==> config.mk <==
export PLATFORM = sky130hd
export DESIGN_NAME = mct_timer
export DESIGN_NICKNAME = d
export VERILOG_FILES = /design/src/hdl/mct_pkg.sv /design/src/hdl/mct_prescaler.sv /design/src/hdl/mct_channel.sv /design/src/hdl/mct_timer.sv
export SDC_FILE = /design/constraint.sdc
export NUM_CORES = 1
export LEC_CHECK = 0
export ABC_AREA = 1
export BUFFER_PORTS_ARGS = -buffer_cell sky130_fd_sc_hd__buf_4
export CORE_ASPECT_RATIO = 0.6
export CORE_MARGIN = 10
export CORE_UTILIZATION = 30
export CTS_BUF_LIST = sky130_fd_sc_hd__clkbuf_4
export DETAILED_ROUTE_END_ITERATION = 16
export SLEW_MARGIN = 20
export SYNTH_ARGS = -nofsm -noshare
export SYNTH_HDL_FRONTEND = slang
export SYNTH_SLANG_ARGS = --single-unit
==> constraint.sdc <==
create_clock -name hclk -period 3.7 [get_ports hclk]
set_input_delay 0.555 -clock hclk [delete_from_list [all_inputs] [get_ports hclk]]
set_output_delay 0.555 -clock hclk [all_outputs]
set_load 0.005 [all_outputs]
==> src/hdl/mct_pkg.sv <==
/*
 * Shared constants, register map and types of the multi-channel timer.
 * Assumes a 32-bit AHB-Lite register bus and one timer clock.
 */
package mct_pkg;

	// ----------------------------------------------------------------
	// Widths
	// ----------------------------------------------------------------
	localparam int DATA_W     = 32;
	localparam int CNT_W      = 32;
	localparam int PSC_W      = 16;
	localparam int NCH        = 4;
	localparam int DT_W       = 8;
	localparam int OFF_W      = 8;
	localparam int CHM_W      = 4;
	localparam int EV_W       = 6;
	localparam int CTRL_W     = 10;
	localparam int WORD_BYTES = 4;
	localparam int HTRANS_ACT = 1;

	// ----------------------------------------------------------------
	// Register offsets (byte addresses)
	// ----------------------------------------------------------------
	localparam logic [OFF_W-1:0] OFF_CTRL   = 8'h00;
	localparam logic [OFF_W-1:0] OFF_PSC    = 8'h04;
	localparam logic [OFF_W-1:0] OFF_RELOAD = 8'h08;
	localparam logic [OFF_W-1:0] OFF_COUNT  = 8'h0C;
	localparam logic [OFF_W-1:0] OFF_CHMODE = 8'h10;
	localparam logic [OFF_W-1:0] OFF_CMP0   = 8'h14;
	localparam logic [OFF_W-1:0] OFF_DEAD   = 8'h24;
	localparam logic [OFF_W-1:0] OFF_STATUS = 8'h28;
	localparam logic [OFF_W-1:0] OFF_MASK   = 8'h2C;
	localparam logic [OFF_W-1:0] OFF_DMAEN  = 8'h30;

	// ----------------------------------------------------------------
	// Field positions
	// ----------------------------------------------------------------
	localparam int CTRL_EN       = 0;
	localparam int CTRL_DOWN     = 1;
	localparam int CTRL_CENTER   = 2;
	localparam int CTRL_ONEPULSE = 3;
	localparam int CTRL_NARROW   = 4;
	localparam int CTRL_FREEZE   = 5;
	localparam int CTRL_SLV_LSB  = 6;
	localparam int CTRL_SLV_MSB  = 7;
	localparam int CTRL_HALL     = 8;
	localparam int CTRL_COMPL    = 9;
	localparam int CHM_MODE_LSB  = 0;
	localparam int CHM_MODE_MSB  = 1;
	localparam int CHM_OE        = 2;
	localparam int CHM_POL       = 3;
	localparam int EV_UPDATE     = 0;
	localparam int EV_CC0        = 1;
	localparam int EV_TRIG       = 5;

	// ----------------------------------------------------------------
	// Reset values and constants
	// ----------------------------------------------------------------
	localparam logic [CTRL_W-1:0]     CTRL_RST    = 10'h000;
	localparam logic [PSC_W-1:0]      PSC_RST     = 16'h0000;
	localparam logic [CNT_W-1:0]      RELOAD_RST  = 32'hFFFF_FFFF;
	localparam logic [CNT_W-1:0]      WIDE_MASK   = 32'hFFFF_FFFF;
	localparam logic [CNT_W-1:0]      NARROW_MASK = 32'h0000_FFFF;
	localparam logic [CNT_W-1:0]      CNT_ZERO    = 32'h0000_0000;
	localparam logic [CNT_W-1:0]      CNT_ONE     = 32'h0000_0001;
	localparam logic [NCH*CHM_W-1:0]  CHMODE_RST  = 16'h0000;
	localparam logic [DT_W-1:0]       DEAD_RST    = 8'h00;
	localparam logic [DT_W-1:0]       DEAD_ONE    = 8'h01;
	localparam logic [EV_W-1:0]       EV_RST      = 6'h00;
	localparam logic [DATA_W-1:0]     RD_ZERO     = 32'h0000_0000;
	localparam logic                  HRESP_OKAY  = 1'b0;

	// ----------------------------------------------------------------
	// Types
	// ----------------------------------------------------------------
	typedef enum logic [1:0] {
		CHM_CAPTURE = 2'b00,
		CHM_TOGGLE  = 2'b01,
		CHM_PWM     = 2'b11,
		CHM_ONMATCH = 2'b10
	} mct_chmode_type;

	typedef enum logic [1:0] {
		SLV_FREE    = 2'b00,
		SLV_ENCODER = 2'b01,
		SLV_TRIGGER = 2'b11,
		SLV_RESET   = 2'b10
	} mct_slave_type;

	typedef enum logic {
		DIR_UP   = 1'b0,
		DIR_DOWN = 1'b1
	} mct_dir_type;

	// Byte offset of compare word idx
	function automatic logic [OFF_W-1:0] cmp_off(input int idx);
		return OFF_CMP0 + OFF_W'(idx * WORD_BYTES);
	endfunction : cmp_off

	// Quadrature step: {moved, downward}; forward order 00-01-11-10
	function automatic logic [1:0] quad_step(input logic [1:0] prev, input logic [1:0] cur);
		return {^(prev ^ cur), cur != {prev[0], ~prev[1]}};
	endfunction : quad_step

endpackage : mct_pkg

==> src/hdl/mct_prescaler.sv <==
/*
 * Clock prescaler of the timer: one tick every div+1 enabled cycles.
 * Assumes div is stable while running; a clear restarts the division.
 */
`timescale 1ns/100ps
module mct_prescaler (
	input  wire logic                     hclk,
	input  wire logic                     hresetn,
	input  wire logic                     ce,
	input  wire logic                     run,
	input  wire logic                     clear,
	input  wire logic [mct_pkg::PSC_W-1:0] div,
	output logic                          tick
);

	logic [mct_pkg::PSC_W-1:0] cnt_reg;
	logic [mct_pkg::PSC_W-1:0] cnt_next;

	always_comb begin
		tick     = run && !clear && (cnt_reg >= div);
		cnt_next = cnt_reg;
		if (clear) begin
			cnt_next = mct_pkg::PSC_RST;
		end else if (tick) begin
			cnt_next = mct_pkg::PSC_RST;
		end else if (run) begin
			cnt_next = cnt_reg + mct_pkg::PSC_W'(1);
		end
	end

	always_ff @(posedge hclk or negedge hresetn) begin
		if (!hresetn) begin
			cnt_reg <= mct_pkg::PSC_RST;
		end else if (ce) begin
			cnt_reg <= cnt_next;
		end
	end

endmodule : mct_prescaler

==> src/hdl/mct_channel.sv <==
/*
 * One capture/compare channel: capture edge detect, compare, PWM,
 * single-pulse reference and a complementary pair with dead time.
 * Assumes count and cmp come from the timer core of the same clock.
 */
`timescale 1ns/100ps
module mct_channel (
	input  wire logic                     hclk,
	input  wire logic                     hresetn,
	input  wire logic                     ce,
	input  wire logic                     active,
	input  wire logic [mct_pkg::CNT_W-1:0] count,
	input  wire logic [mct_pkg::CNT_W-1:0] cmp,
	input  wire logic                     counted,
	input  wire logic                     upd,
	input  wire logic [mct_pkg::CHM_W-1:0] mode,
	input  wire logic                     compl_en,
	input  wire logic [mct_pkg::DT_W-1:0]  dead,
	input  wire logic                     cap_in,
	output logic                          out,
	output logic                          out_n,
	output logic                          cap_ev,
	output logic                          match_ev
);

	mct_pkg::mct_chmode_type   sel;
	logic                      ref_reg;
	logic                      ref_next;
	logic                      seen_reg;
	logic                      seen_next;
	logic [mct_pkg::DT_W-1:0]  dt_reg;
	logic [mct_pkg::DT_W-1:0]  dt_next;
	logic                      cap_prev_reg;
	logic                      out_next;
	logic                      out_n_next;
	logic                      settled;
	logic                      pol;
	logic                      oe;

	always_comb begin
		sel       = mct_pkg::mct_chmode_type'(mode[mct_pkg::CHM_MODE_MSB:mct_pkg::CHM_MODE_LSB]);
		pol       = mode[mct_pkg::CHM_POL];
		oe        = mode[mct_pkg::CHM_OE] && active;
		match_ev  = active && counted && (count == cmp) && (sel != mct_pkg::CHM_CAPTURE);
		cap_ev    = active && (sel == mct_pkg::CHM_CAPTURE) && cap_in && !cap_prev_reg;
		ref_next  = ref_reg;
		case (sel)
			mct_pkg::CHM_CAPTURE: ref_next = 1'b0;
			mct_pkg::CHM_TOGGLE:  ref_next = match_ev ? !ref_reg : ref_reg;
			// cmp 0 never on, cmp above reload always on
			mct_pkg::CHM_PWM:     ref_next = count < cmp;
			mct_pkg::CHM_ONMATCH: ref_next = match_ev ? 1'b1 : (upd ? 1'b0 : ref_reg);
			default:              ref_next = 1'b0;
		endcase
		// Both sides off for dead+1 cycles after every change of the reference
		seen_next = ref_reg;
		dt_next   = dt_reg;
		if (ref_reg != seen_reg) begin
			dt_next = dead;
		end else if (dt_reg != mct_pkg::DEAD_RST) begin
			dt_next = dt_reg - mct_pkg::DEAD_ONE;
		end
		settled    = (ref_reg == seen_reg) && (dt_reg == mct_pkg::DEAD_RST);
		out_next   = 1'b0;
		out_n_next = 1'b0;
		if (oe) begin
			if (compl_en) begin
				out_next   = (seen_reg && settled) ^ pol;
				out_n_next = (!seen_reg && settled) ^ pol;
			end else begin
				out_next   = ref_reg ^ pol;
			end
		end
	end

	always_ff @(posedge hclk or negedge hresetn) begin
		if (!hresetn) begin
			ref_reg      <= 1'b0;
			seen_reg     <= 1'b0;
			dt_reg       <= mct_pkg::DEAD_RST;
			cap_prev_reg <= 1'b0;
			out          <= 1'b0;
			out_n        <= 1'b0;
		end else if (ce) begin
			ref_reg      <= ref_next;
			seen_reg     <= seen_next;
			dt_reg       <= dt_next;
			cap_prev_reg <= cap_in;
			out          <= out_next;
			out_n        <= out_n_next;
		end
	end

endmodule : mct_channel

==> src/hdl/mct_timer.sv <==
/*
 * Auto-reload timer/counter with four capture/compare channels,
 * encoder and Hall inputs, DMA requests, interrupt and timer link.
 * Assumes an AHB-Lite master with word accesses and pins synchronous
 * to hclk. Variants are chosen by the CH_USED and UP_ONLY parameters.
 */
`timescale 1ns/100ps

// Function
// - Wide variant: 32-bit auto-reload up/down counter behind 16-bit prescaler.
// - Narrow variant: same counter limited to 16 bits.
// - Prescaler divides the clock by any factor from 1 to 65536.
// - Four channels: capture, compare, PWM or single pulse each.
// - PWM edge-aligned or center-aligned, selected per timer.
// - Complementary mode drives four output pairs, eight outputs.
// - Programmable dead time between the two outputs of a pair.
// - PWM duty reaches every value from fully off to fully on.
// - Counter freezes while the processor is halted, if freezing is selected.
// - Timer events can start, reset or chain other timers.
// - Quadrature encoder decode and three Hall sensor inputs.
// - Each timer raises its own independent DMA requests.
// - Reduced variants count up only except in encoder mode, 16-bit, usable as time base.
// - Reduced variants have one or two channels, synchronizable.
// - Basic timers: no channels, up only, DAC trigger or time base.
module mct_timer #(
	parameter int   CH_USED = 4,
	parameter logic UP_ONLY = 1'b0
) (
	input  wire logic                          hclk,
	input  wire logic                          hresetn,
	input  wire logic                          ce,
	input  wire logic                          hsel,
	input  wire logic [31:0]                   haddr,
	input  wire logic [1:0]                    htrans,
	input  wire logic                          hwrite,
	input  wire logic [2:0]                    hsize,
	input  wire logic [mct_pkg::DATA_W-1:0]    hwdata,
	input  wire logic                          hready,
	output logic      [mct_pkg::DATA_W-1:0]    hrdata,
	output logic                               hreadyout,
	output logic                               hresp,
	input  wire logic                          dbg_halt,
	input  wire logic                          trig_in,
	input  wire logic [mct_pkg::NCH-1:0]       ch_in,
	output logic      [mct_pkg::NCH-1:0]       ch_out,
	output logic      [mct_pkg::NCH-1:0]       ch_out_n,
	output logic                               irq,
	output logic      [mct_pkg::EV_W-1:0]      dma_req,
	output logic                               trig_out
);

	// ----------------------------------------------------------------
	// Registers
	// ----------------------------------------------------------------
	logic [mct_pkg::CTRL_W-1:0]       ctrl_reg,    ctrl_next;
	logic [mct_pkg::PSC_W-1:0]        psc_reg,     psc_next;
	logic [mct_pkg::CNT_W-1:0]        reload_reg,  reload_next;
	logic [mct_pkg::CNT_W-1:0]        count_reg,   count_next;
	logic [mct_pkg::NCH*mct_pkg::CHM_W-1:0] chmode_reg, chmode_next;
	logic [mct_pkg::CNT_W-1:0]        cmp_reg      [mct_pkg::NCH];
	logic [mct_pkg::CNT_W-1:0]        cmp_next     [mct_pkg::NCH];
	logic [mct_pkg::DT_W-1:0]         dead_reg,    dead_next;
	logic [mct_pkg::EV_W-1:0]         status_reg,  status_next;
	logic [mct_pkg::EV_W-1:0]         mask_reg,    mask_next;
	logic [mct_pkg::EV_W-1:0]         dmaen_reg,   dmaen_next;
	mct_pkg::mct_dir_type             dir_reg,     dir_next;
	logic [1:0]                       enc_prev_reg;
	logic [2:0]                       hall_prev_reg;
	logic                             wr_reg,      wr_next;
	logic                             rd_reg,      rd_next;
	logic [mct_pkg::OFF_W-1:0]        addr_reg,    addr_next;
	logic [mct_pkg::DATA_W-1:0]       hrdata_next;
	logic                             hreadyout_next;
	logic                             irq_next;
	logic [mct_pkg::EV_W-1:0]         dma_next;

	// ----------------------------------------------------------------
	// Working signals
	// ----------------------------------------------------------------
	mct_pkg::mct_slave_type           slave;
	logic                             take;
	logic [mct_pkg::DATA_W-1:0]       rd_val;
	logic [mct_pkg::CNT_W-1:0]        cmask;
	logic [mct_pkg::CNT_W-1:0]        top;
	logic                             run;
	logic                             tick;
	logic                             advance;
	logic                             upd;
	logic                             center;
	logic                             go_down;
	logic [1:0]                       enc;
	logic                             hall_chg;
	logic [mct_pkg::NCH-1:0]          cap_ev;
	logic [mct_pkg::NCH-1:0]          match_ev;
	logic [mct_pkg::NCH-1:0]          cap_fire;
	logic [mct_pkg::EV_W-1:0]         ev;
	logic [mct_pkg::EV_W-1:0]         clr;

	// ----------------------------------------------------------------
	// Bus slave: writes take no wait, reads one wait state
	// ----------------------------------------------------------------
	always_comb begin
		take           = hsel && hready && htrans[mct_pkg::HTRANS_ACT];
		wr_next        = take && hwrite;
		rd_next        = take && !hwrite;
		addr_next      = take ? haddr[mct_pkg::OFF_W-1:0] : addr_reg;
		// Wait state lets a read see a write finished one edge earlier
		hreadyout_next = !rd_next;
		rd_val         = mct_pkg::RD_ZERO;
		case (addr_reg)
			mct_pkg::OFF_CTRL:   rd_val[mct_pkg::CTRL_W-1:0] = ctrl_reg;
			mct_pkg::OFF_PSC:    rd_val[mct_pkg::PSC_W-1:0]  = psc_reg;
			mct_pkg::OFF_RELOAD: rd_val = reload_reg;
			mct_pkg::OFF_COUNT:  rd_val = count_reg;
			mct_pkg::OFF_CHMODE: rd_val[mct_pkg::NCH*mct_pkg::CHM_W-1:0] = chmode_reg;
			mct_pkg::OFF_DEAD:   rd_val[mct_pkg::DT_W-1:0]   = dead_reg;
			mct_pkg::OFF_STATUS: rd_val[mct_pkg::EV_W-1:0]   = status_reg;
			mct_pkg::OFF_MASK:   rd_val[mct_pkg::EV_W-1:0]   = mask_reg;
			mct_pkg::OFF_DMAEN:  rd_val[mct_pkg::EV_W-1:0]   = dmaen_reg;
			default:             rd_val = mct_pkg::RD_ZERO;
		endcase
		for (int i = 0; i < mct_pkg::NCH; i++) begin
			if (addr_reg == mct_pkg::cmp_off(i)) begin
				rd_val = cmp_reg[i];
			end
		end
		hrdata_next = rd_reg ? rd_val : hrdata;
	end

	// ----------------------------------------------------------------
	// Counter core
	// ----------------------------------------------------------------
	always_comb begin
		slave    = mct_pkg::mct_slave_type'(ctrl_reg[mct_pkg::CTRL_SLV_MSB:mct_pkg::CTRL_SLV_LSB]);
		cmask    = (ctrl_reg[mct_pkg::CTRL_NARROW] || UP_ONLY) ?
			mct_pkg::NARROW_MASK : mct_pkg::WIDE_MASK;
		top      = reload_reg & cmask;
		run      = ctrl_reg[mct_pkg::CTRL_EN]
			&& !(ctrl_reg[mct_pkg::CTRL_FREEZE] && dbg_halt);
		enc      = mct_pkg::quad_step(enc_prev_reg, ch_in[1:0]);
		advance  = (slave == mct_pkg::SLV_ENCODER) ? (run && enc[1]) : tick;
		center   = ctrl_reg[mct_pkg::CTRL_CENTER] && !UP_ONLY
			&& (slave != mct_pkg::SLV_ENCODER);
		go_down  = (slave == mct_pkg::SLV_ENCODER) ? enc[0]
			: (ctrl_reg[mct_pkg::CTRL_DOWN] && !UP_ONLY);
		upd        = 1'b0;
		dir_next   = dir_reg;
		count_next = count_reg;
		if (wr_reg && addr_reg == mct_pkg::OFF_COUNT) begin
			count_next = hwdata & cmask;
		end else if (slave == mct_pkg::SLV_RESET && trig_in) begin
			count_next = mct_pkg::CNT_ZERO;
		end else if (advance) begin
			if (center) begin
				// Update at both turning points of the triangle
				if (dir_reg == mct_pkg::DIR_UP) begin
					if (count_reg >= top) begin
						count_next = (count_reg - mct_pkg::CNT_ONE) & cmask;
						dir_next   = mct_pkg::DIR_DOWN;
						upd        = 1'b1;
					end else begin
						count_next = (count_reg + mct_pkg::CNT_ONE) & cmask;
					end
				end else begin
					if (count_reg == mct_pkg::CNT_ZERO) begin
						count_next = mct_pkg::CNT_ONE & cmask;
						dir_next   = mct_pkg::DIR_UP;
						upd        = 1'b1;
					end else begin
						count_next = (count_reg - mct_pkg::CNT_ONE) & cmask;
					end
				end
			end else if (go_down) begin
				if (count_reg == mct_pkg::CNT_ZERO) begin
					count_next = top;
					upd        = 1'b1;
				end else begin
					count_next = (count_reg - mct_pkg::CNT_ONE) & cmask;
				end
			end else begin
				if (count_reg >= top) begin
					count_next = mct_pkg::CNT_ZERO;
					upd        = 1'b1;
				end else begin
					count_next = (count_reg + mct_pkg::CNT_ONE) & cmask;
				end
			end
		end
	end

	// ----------------------------------------------------------------
	// Register writes, events and interrupt
	// ----------------------------------------------------------------
	always_comb begin
		ctrl_next   = ctrl_reg;
		psc_next    = psc_reg;
		reload_next = reload_reg;
		chmode_next = chmode_reg;
		dead_next   = dead_reg;
		mask_next   = mask_reg;
		dmaen_next  = dmaen_reg;
		clr         = mct_pkg::EV_RST;
		for (int i = 0; i < mct_pkg::NCH; i++) begin
			cmp_next[i] = cmp_reg[i];
		end
		if (wr_reg) begin
			case (addr_reg)
				mct_pkg::OFF_CTRL:   ctrl_next   = hwdata[mct_pkg::CTRL_W-1:0];
				mct_pkg::OFF_PSC:    psc_next    = hwdata[mct_pkg::PSC_W-1:0];
				mct_pkg::OFF_RELOAD: reload_next = hwdata;
				mct_pkg::OFF_CHMODE: chmode_next = hwdata[mct_pkg::NCH*mct_pkg::CHM_W-1:0];
				mct_pkg::OFF_DEAD:   dead_next   = hwdata[mct_pkg::DT_W-1:0];
				mct_pkg::OFF_STATUS: clr         = hwdata[mct_pkg::EV_W-1:0];
				mct_pkg::OFF_MASK:   mask_next   = hwdata[mct_pkg::EV_W-1:0];
				mct_pkg::OFF_DMAEN:  dmaen_next  = hwdata[mct_pkg::EV_W-1:0];
				default:             clr         = mct_pkg::EV_RST;
			endcase
			for (int i = 0; i < mct_pkg::NCH; i++) begin
				if (addr_reg == mct_pkg::cmp_off(i)) begin
					cmp_next[i] = hwdata;
				end
			end
		end
		if (slave == mct_pkg::SLV_TRIGGER && trig_in) begin
			ctrl_next[mct_pkg::CTRL_EN] = 1'b1;
		end
		if (upd && ctrl_reg[mct_pkg::CTRL_ONEPULSE]) begin
			ctrl_next[mct_pkg::CTRL_EN] = 1'b0;
		end
		// Hall mode: any sensor change captures the count on channel 0
		hall_chg = ctrl_reg[mct_pkg::CTRL_HALL] && (ch_in[2:0] != hall_prev_reg);
		cap_fire = cap_ev;
		if (ctrl_reg[mct_pkg::CTRL_HALL]) begin
			cap_fire[0] = hall_chg;
		end
		for (int i = 0; i < mct_pkg::NCH; i++) begin
			if (cap_fire[i]) begin
				cmp_next[i] = count_reg;
			end
		end
		ev = mct_pkg::EV_RST;
		ev[mct_pkg::EV_UPDATE] = upd;
		ev[mct_pkg::EV_CC0 +: mct_pkg::NCH] = cap_fire | match_ev;
		ev[mct_pkg::EV_TRIG] = trig_in || hall_chg;
		// A new event beats a clear in the same cycle
		status_next = (status_reg & ~clr) | ev;
		irq_next    = |(status_next & mask_reg);
		dma_next    = ev & dmaen_reg;
	end

	// ----------------------------------------------------------------
	// Submodules
	// ----------------------------------------------------------------
	mct_prescaler u_psc (
		.hclk    (hclk),
		.hresetn (hresetn),
		.ce      (ce),
		.run     (run && slave != mct_pkg::SLV_ENCODER),
		.clear   (wr_reg && (addr_reg == mct_pkg::OFF_PSC || addr_reg == mct_pkg::OFF_COUNT)),
		.div     (psc_reg),
		.tick    (tick)
	);

	for (genvar g = 0; g < mct_pkg::NCH; g++) begin : g_ch
		mct_channel u_ch (
			.hclk     (hclk),
			.hresetn  (hresetn),
			.ce       (ce),
			.active   (g < CH_USED),
			.count    (count_reg),
			.cmp      (cmp_reg[g]),
			.counted  (advance),
			.upd      (upd),
			.mode     (chmode_reg[g*mct_pkg::CHM_W +: mct_pkg::CHM_W]),
			.compl_en (ctrl_reg[mct_pkg::CTRL_COMPL]),
			.dead     (dead_reg),
			.cap_in   (ch_in[g]),
			.out      (ch_out[g]),
			.out_n    (ch_out_n[g]),
			.cap_ev   (cap_ev[g]),
			.match_ev (match_ev[g])
		);
	end

	// ----------------------------------------------------------------
	// State registers
	// ----------------------------------------------------------------
	always_ff @(posedge hclk or negedge hresetn) begin
		if (!hresetn) begin
			ctrl_reg      <= mct_pkg::CTRL_RST;
			psc_reg       <= mct_pkg::PSC_RST;
			reload_reg    <= mct_pkg::RELOAD_RST;
			count_reg     <= mct_pkg::CNT_ZERO;
			chmode_reg    <= mct_pkg::CHMODE_RST;
			dead_reg      <= mct_pkg::DEAD_RST;
			status_reg    <= mct_pkg::EV_RST;
			mask_reg      <= mct_pkg::EV_RST;
			dmaen_reg     <= mct_pkg::EV_RST;
			dir_reg       <= mct_pkg::DIR_UP;
			enc_prev_reg  <= 2'b00;
			hall_prev_reg <= 3'b000;
			wr_reg        <= 1'b0;
			rd_reg        <= 1'b0;
			addr_reg      <= mct_pkg::OFF_CTRL;
			hrdata        <= mct_pkg::RD_ZERO;
			hreadyout     <= 1'b1;
			hresp         <= mct_pkg::HRESP_OKAY;
			irq           <= 1'b0;
			dma_req       <= mct_pkg::EV_RST;
			trig_out      <= 1'b0;
			for (int i = 0; i < mct_pkg::NCH; i++) begin
				cmp_reg[i] <= mct_pkg::CNT_ZERO;
			end
		end else if (ce) begin
			ctrl_reg      <= ctrl_next;
			psc_reg       <= psc_next;
			reload_reg    <= reload_next;
			count_reg     <= count_next;
			chmode_reg    <= chmode_next;
			dead_reg      <= dead_next;
			status_reg    <= status_next;
			mask_reg      <= mask_next;
			dmaen_reg     <= dmaen_next;
			dir_reg       <= dir_next;
			enc_prev_reg  <= ch_in[1:0];
			hall_prev_reg <= ch_in[2:0];
			wr_reg        <= wr_next;
			rd_reg        <= rd_next;
			addr_reg      <= addr_next;
			hrdata        <= hrdata_next;
			hreadyout     <= hreadyout_next;
			hresp         <= mct_pkg::HRESP_OKAY;
			irq           <= irq_next;
			dma_req       <= dma_next;
			trig_out      <= upd;
			for (int i = 0; i < mct_pkg::NCH; i++) begin
				cmp_reg[i] <= cmp_next[i];
			end
		end
	end

endmodule : mct_timer

==> flow_metrics.env <==
export IMPL_fmax_mhz=282.3
export IMPL_cts_root_buf="clkbuf_4"
export IMPL_pin_count=131
export IMPL_rsz0062_at_grt="no"
export IMPL_drive_gt1_share_pct=12.36
export IMPL_grt_remaining_overflow=0
export IMPL_clkLatencyLatePin_ns=1.04
export IMPL_ys_seq_elements=380
export IMPL_core_rowCount=84
export IMPL_cp_data_required_time_ns=4.59
export IMPL_die_area_um2=100500
export IMPL_worstPathArrival_ns=4.43
export IMPL_slew_headroom_pct=28.41
export IMPL_setup_worst_path_start="count_reg[4]$_DFFE_PN0P_"
export IMPL_drtIter0Drc=3712
export IMPL_hold_viol=0
export IMPL_p_per_area_nw_per_um2=616.0
export IMPL_total_power_uw=18960
export IMPL_routed_wl_mm=113.8
export IMPL_h_tree_depth=3
export IMPL_start_util_pct=30.18
export IMPL_grtUsageTotal_pct=22.04
export IMPL_synth_flop_cell="dfrtp_1"
export IMPL_cellLeakagePower_uw=0.01400
export IMPL_nFillCells=9345
export IMPL_synth_nets=3881
export IMPL_grt_max_degree=75
export IMPL_worstHoldPathType="input pin to asynchronous set/reset pin"
export IMPL_grt_pass1_vias=25315
export IMPL_via_per_inst=5.428
export IMPL_largest_reg_flops=128
export IMPL_synth_top_cells_by_area="dfrtp_1, nand2_1, ha_1, o21ai_0, inv_1"
export IMPL_crit_path_end_kind="flip-flop"
export IMPL_nNetsFinal=4078
export IMPL_first_pass_iters=8
export IMPL_antenna_found_initial=2
export IMPL_synth_top_area_share_pct=32.95
export IMPL_core_um2=87340
export IMPL_vias=27502
export IMPL_numCtsBuffers=99
export IMPL_gp_congestion=1.040
export IMPL_wire_per_inst_um=22.45
export IMPL_netlist_area_um2=26360
export IMPL_dp_hpwl_mm=85.06
export IMPL_synthCells=3615
export IMPL_dieWidth_um=402.6
export IMPL_synth_top_area_cell="dfrtp_1"
export IMPL_clock_sinks=380
export IMPL_die_y_um=249.6
export IMPL_r2r_start="count_reg[4]$_DFFE_PN0P_"
export IMPL_setup_tns_ns=0
export IMPL_syn_to_final_growth_pct=16.80
export IMPL_path_max_fanout=14
export IMPL_final_antenna_net_count=0
export IMPL_drc=0
export IMPL_worstMarginPinSlew_ns=1.073
export IMPL_path_clk_slew_ns=0.08
export IMPL_synth_area_per_cell_um2=7.291
export IMPL_skew_ns=0.09787
export IMPL_synthArstFlopShare_pct=100.0
export IMPL_layout_cells_non_filler=5067
export IMPL_synth_edf_count=0
export IMPL_fin_crit_sh_pct=95.74
export IMPL_port_buffers=101
export IMPL_ys_seq_area_share_pct=36.24
export IMPL_status="complete, no violations"
export IMPL_vdd_drop_max_mv=0.2978
export IMPL_cts_tree="built"
export IMPL_setup_viol=0
export IMPL_ys_types=55
export IMPL_start_kind="flip-flop"
export IMPL_yosys_warnings=0
export IMPL_cap_violations=0
export IMPL_post_dp_cell_area_um2=28870
export IMPL_criticalPathCategory="flip-flop to flip-flop"
export IMPL_slew_violations=0
export IMPL_cts_path_max_buffers=3
export IMPL_finalInstanceArea_um2=30780
export IMPL_grt_pass1_wl_mm=168.9
export IMPL_finalCriticalPeriod_ns=3.542
export IMPL_dpl_cell_count=4820
-- per-layer routing --
layer	part of all wire, %	wire, um	vias to the layer above	track usage [%]
met1	47	53770	13045	34.34
li1	-	-	12644	-
met4	1.7	1983	0	4.738
met3	15	17470	151	8.658
met5	0	0	-	0
met2	36	40530	1662	27.16
-- critical path: stages (launching register included) --
cell	delay, ns
dfrtp_1	0.66
ha_1	0.43
nand4_1	0.25
nor3_1	0.50
nand2_1	0.15
nor4_1	0.48
buf_4	0.22
nand3_1	0.24
nand3_1	0.21
nand2_1	0.06
nand3_1	0.08
nor2_1	0.05
nor2_1	0.07
-- cells in the final DEF, fill, tap and decap left out, types with 4 or more instances in the layout --
cell type / n
nor2_4: 6
o22ai_4: 4
dfrtp_1: 347
o21a_1: 13
nand3_1: 135
xor2_1: 46
o2111ai_1: 14
clkinv_1: 34
o21ai_0: 383
a211oi_1: 9
diode_2: 7
dfstp_2: 33
a22oi_1: 17
o221ai_1: 17
inv_1: 472
ha_1: 185
nor3_2: 5
o21ai_1: 6
nand2_2: 7
o31ai_1: 4
a221oi_1: 7
buf_12: 11
a31oi_1: 6
o211ai_1: 167
clkinv_2: 8
nor2_1: 260
dlygate4sd3_1: 51
nor3b_1: 4
clkbuf_4: 147
nor4_1: 17
nor2_2: 14
buf_4: 212
nand2_1: 788
nor3_1: 65
a21oi_1: 241
o22ai_1: 56
nand4_1: 56
xnor2_1: 4
inv_2: 10
or2_2: 5
-- layout make-up --
cell class / instances / area, um2 / share of cell area, %
Clock inverter: 41 / 252.7 / 0.8211
Tap cell: 1161 / 1453 / 4.719
Multi-Input combinational cell: 2567 / 14230 / 46.22
Antenna cell: 7 / 17.52 / 0.05691
Inverter: 489 / 1839 / 5.975
Sequential cell: 380 / 9550 / 31.03
Clock buffer: 147 / 1104 / 3.585
Timing Repair Buffer: 275 / 2337 / 7.593
-- path summary, 6_finish.rpt --
kind | slack, ns | depth (start not counted) | endpoint
min reg2reg | 0.48 | 2 | hrdata[12]$_DFFE_PN0P_
max reg2reg | 0.16 | 12 | irq$_DFFE_PN0P_
min in group hclk | 0.18 | 5 | addr_reg[1]$_DFFE_PN0P_
max | 0.16 | 12 | irq$_DFFE_PN0P_
min | 0.10 | 2 | cmp_reg[5]$_DFFE_PN0P_
max in group asynchronous | 2.52 | 3 | mask_reg[2]$_DFFE_PN0P_
-- metrics by stage --
step | setup WS [ns] | hold slack [ns] | util, %
global placement | 0.3036 | 0.4650 | 33.06
floorplan | 1.022 | 0.2594 | -
finish | 0.1576 | 0.1045 | 35.24
global route | 0.01712 | 0.08640 | 35.24
detailed placement | 0.2540 | 0.4700 | 33.06
CTS | 0.2136 | 0.02556 | 35.19
-- Yosys cell counts (9+ instances only) --
cell and n:
o221ai_1 17, o211ai_1 167, nor3_1 67, dfstp_2 33, buf_2 49, inv_1 475, nor4_1 17, o21ai_0 383
nor2_2 9, buf_4 13, o2111ai_1 14, o21a_1 13, xor2_1 46, dfrtp_1 347, a22oi_1 17, clkbuf_1 105
a211oi_1 9, a21oi_1 241, nand4_1 56, nand2_1 791, o22ai_1 56, nand3_1 136, nor2_1 266, ha_1 185
-- cell families (layout without fill, tap and decap cells) --
family	Yosys count	after routing	share of synthesized area (%)
buffers and inverters	668	952	10.07
flip-flops	380	380	36.24
XOR/XNOR	50	50	1.662
AND/OR/NAND/NOR	1373	1373	21.87
AO/OA/AOI/OAI	958	958	21.36
other	1	8	0.01423
adder cells (fa/ha/maj)	185	185	8.783
-- power by group --
part           internal, uW  leakage, uW  switching, uW
clock network          2040     0.000805           2090
logic                  3040      0.00849           6130
registers              4980      0.00470            675
total                 10100       0.0140           8900
-- what timing repair did --
item / CTS / global route
endpoints found under the setup margin: 0 / 13
setup buffers: 0 / 1
hold buffers: 51 / 0
hold endpoints to repair: 436 / 0
gates resized for setup: 0 / 2
Note: power is estimated with default switching activity, not from simulation.
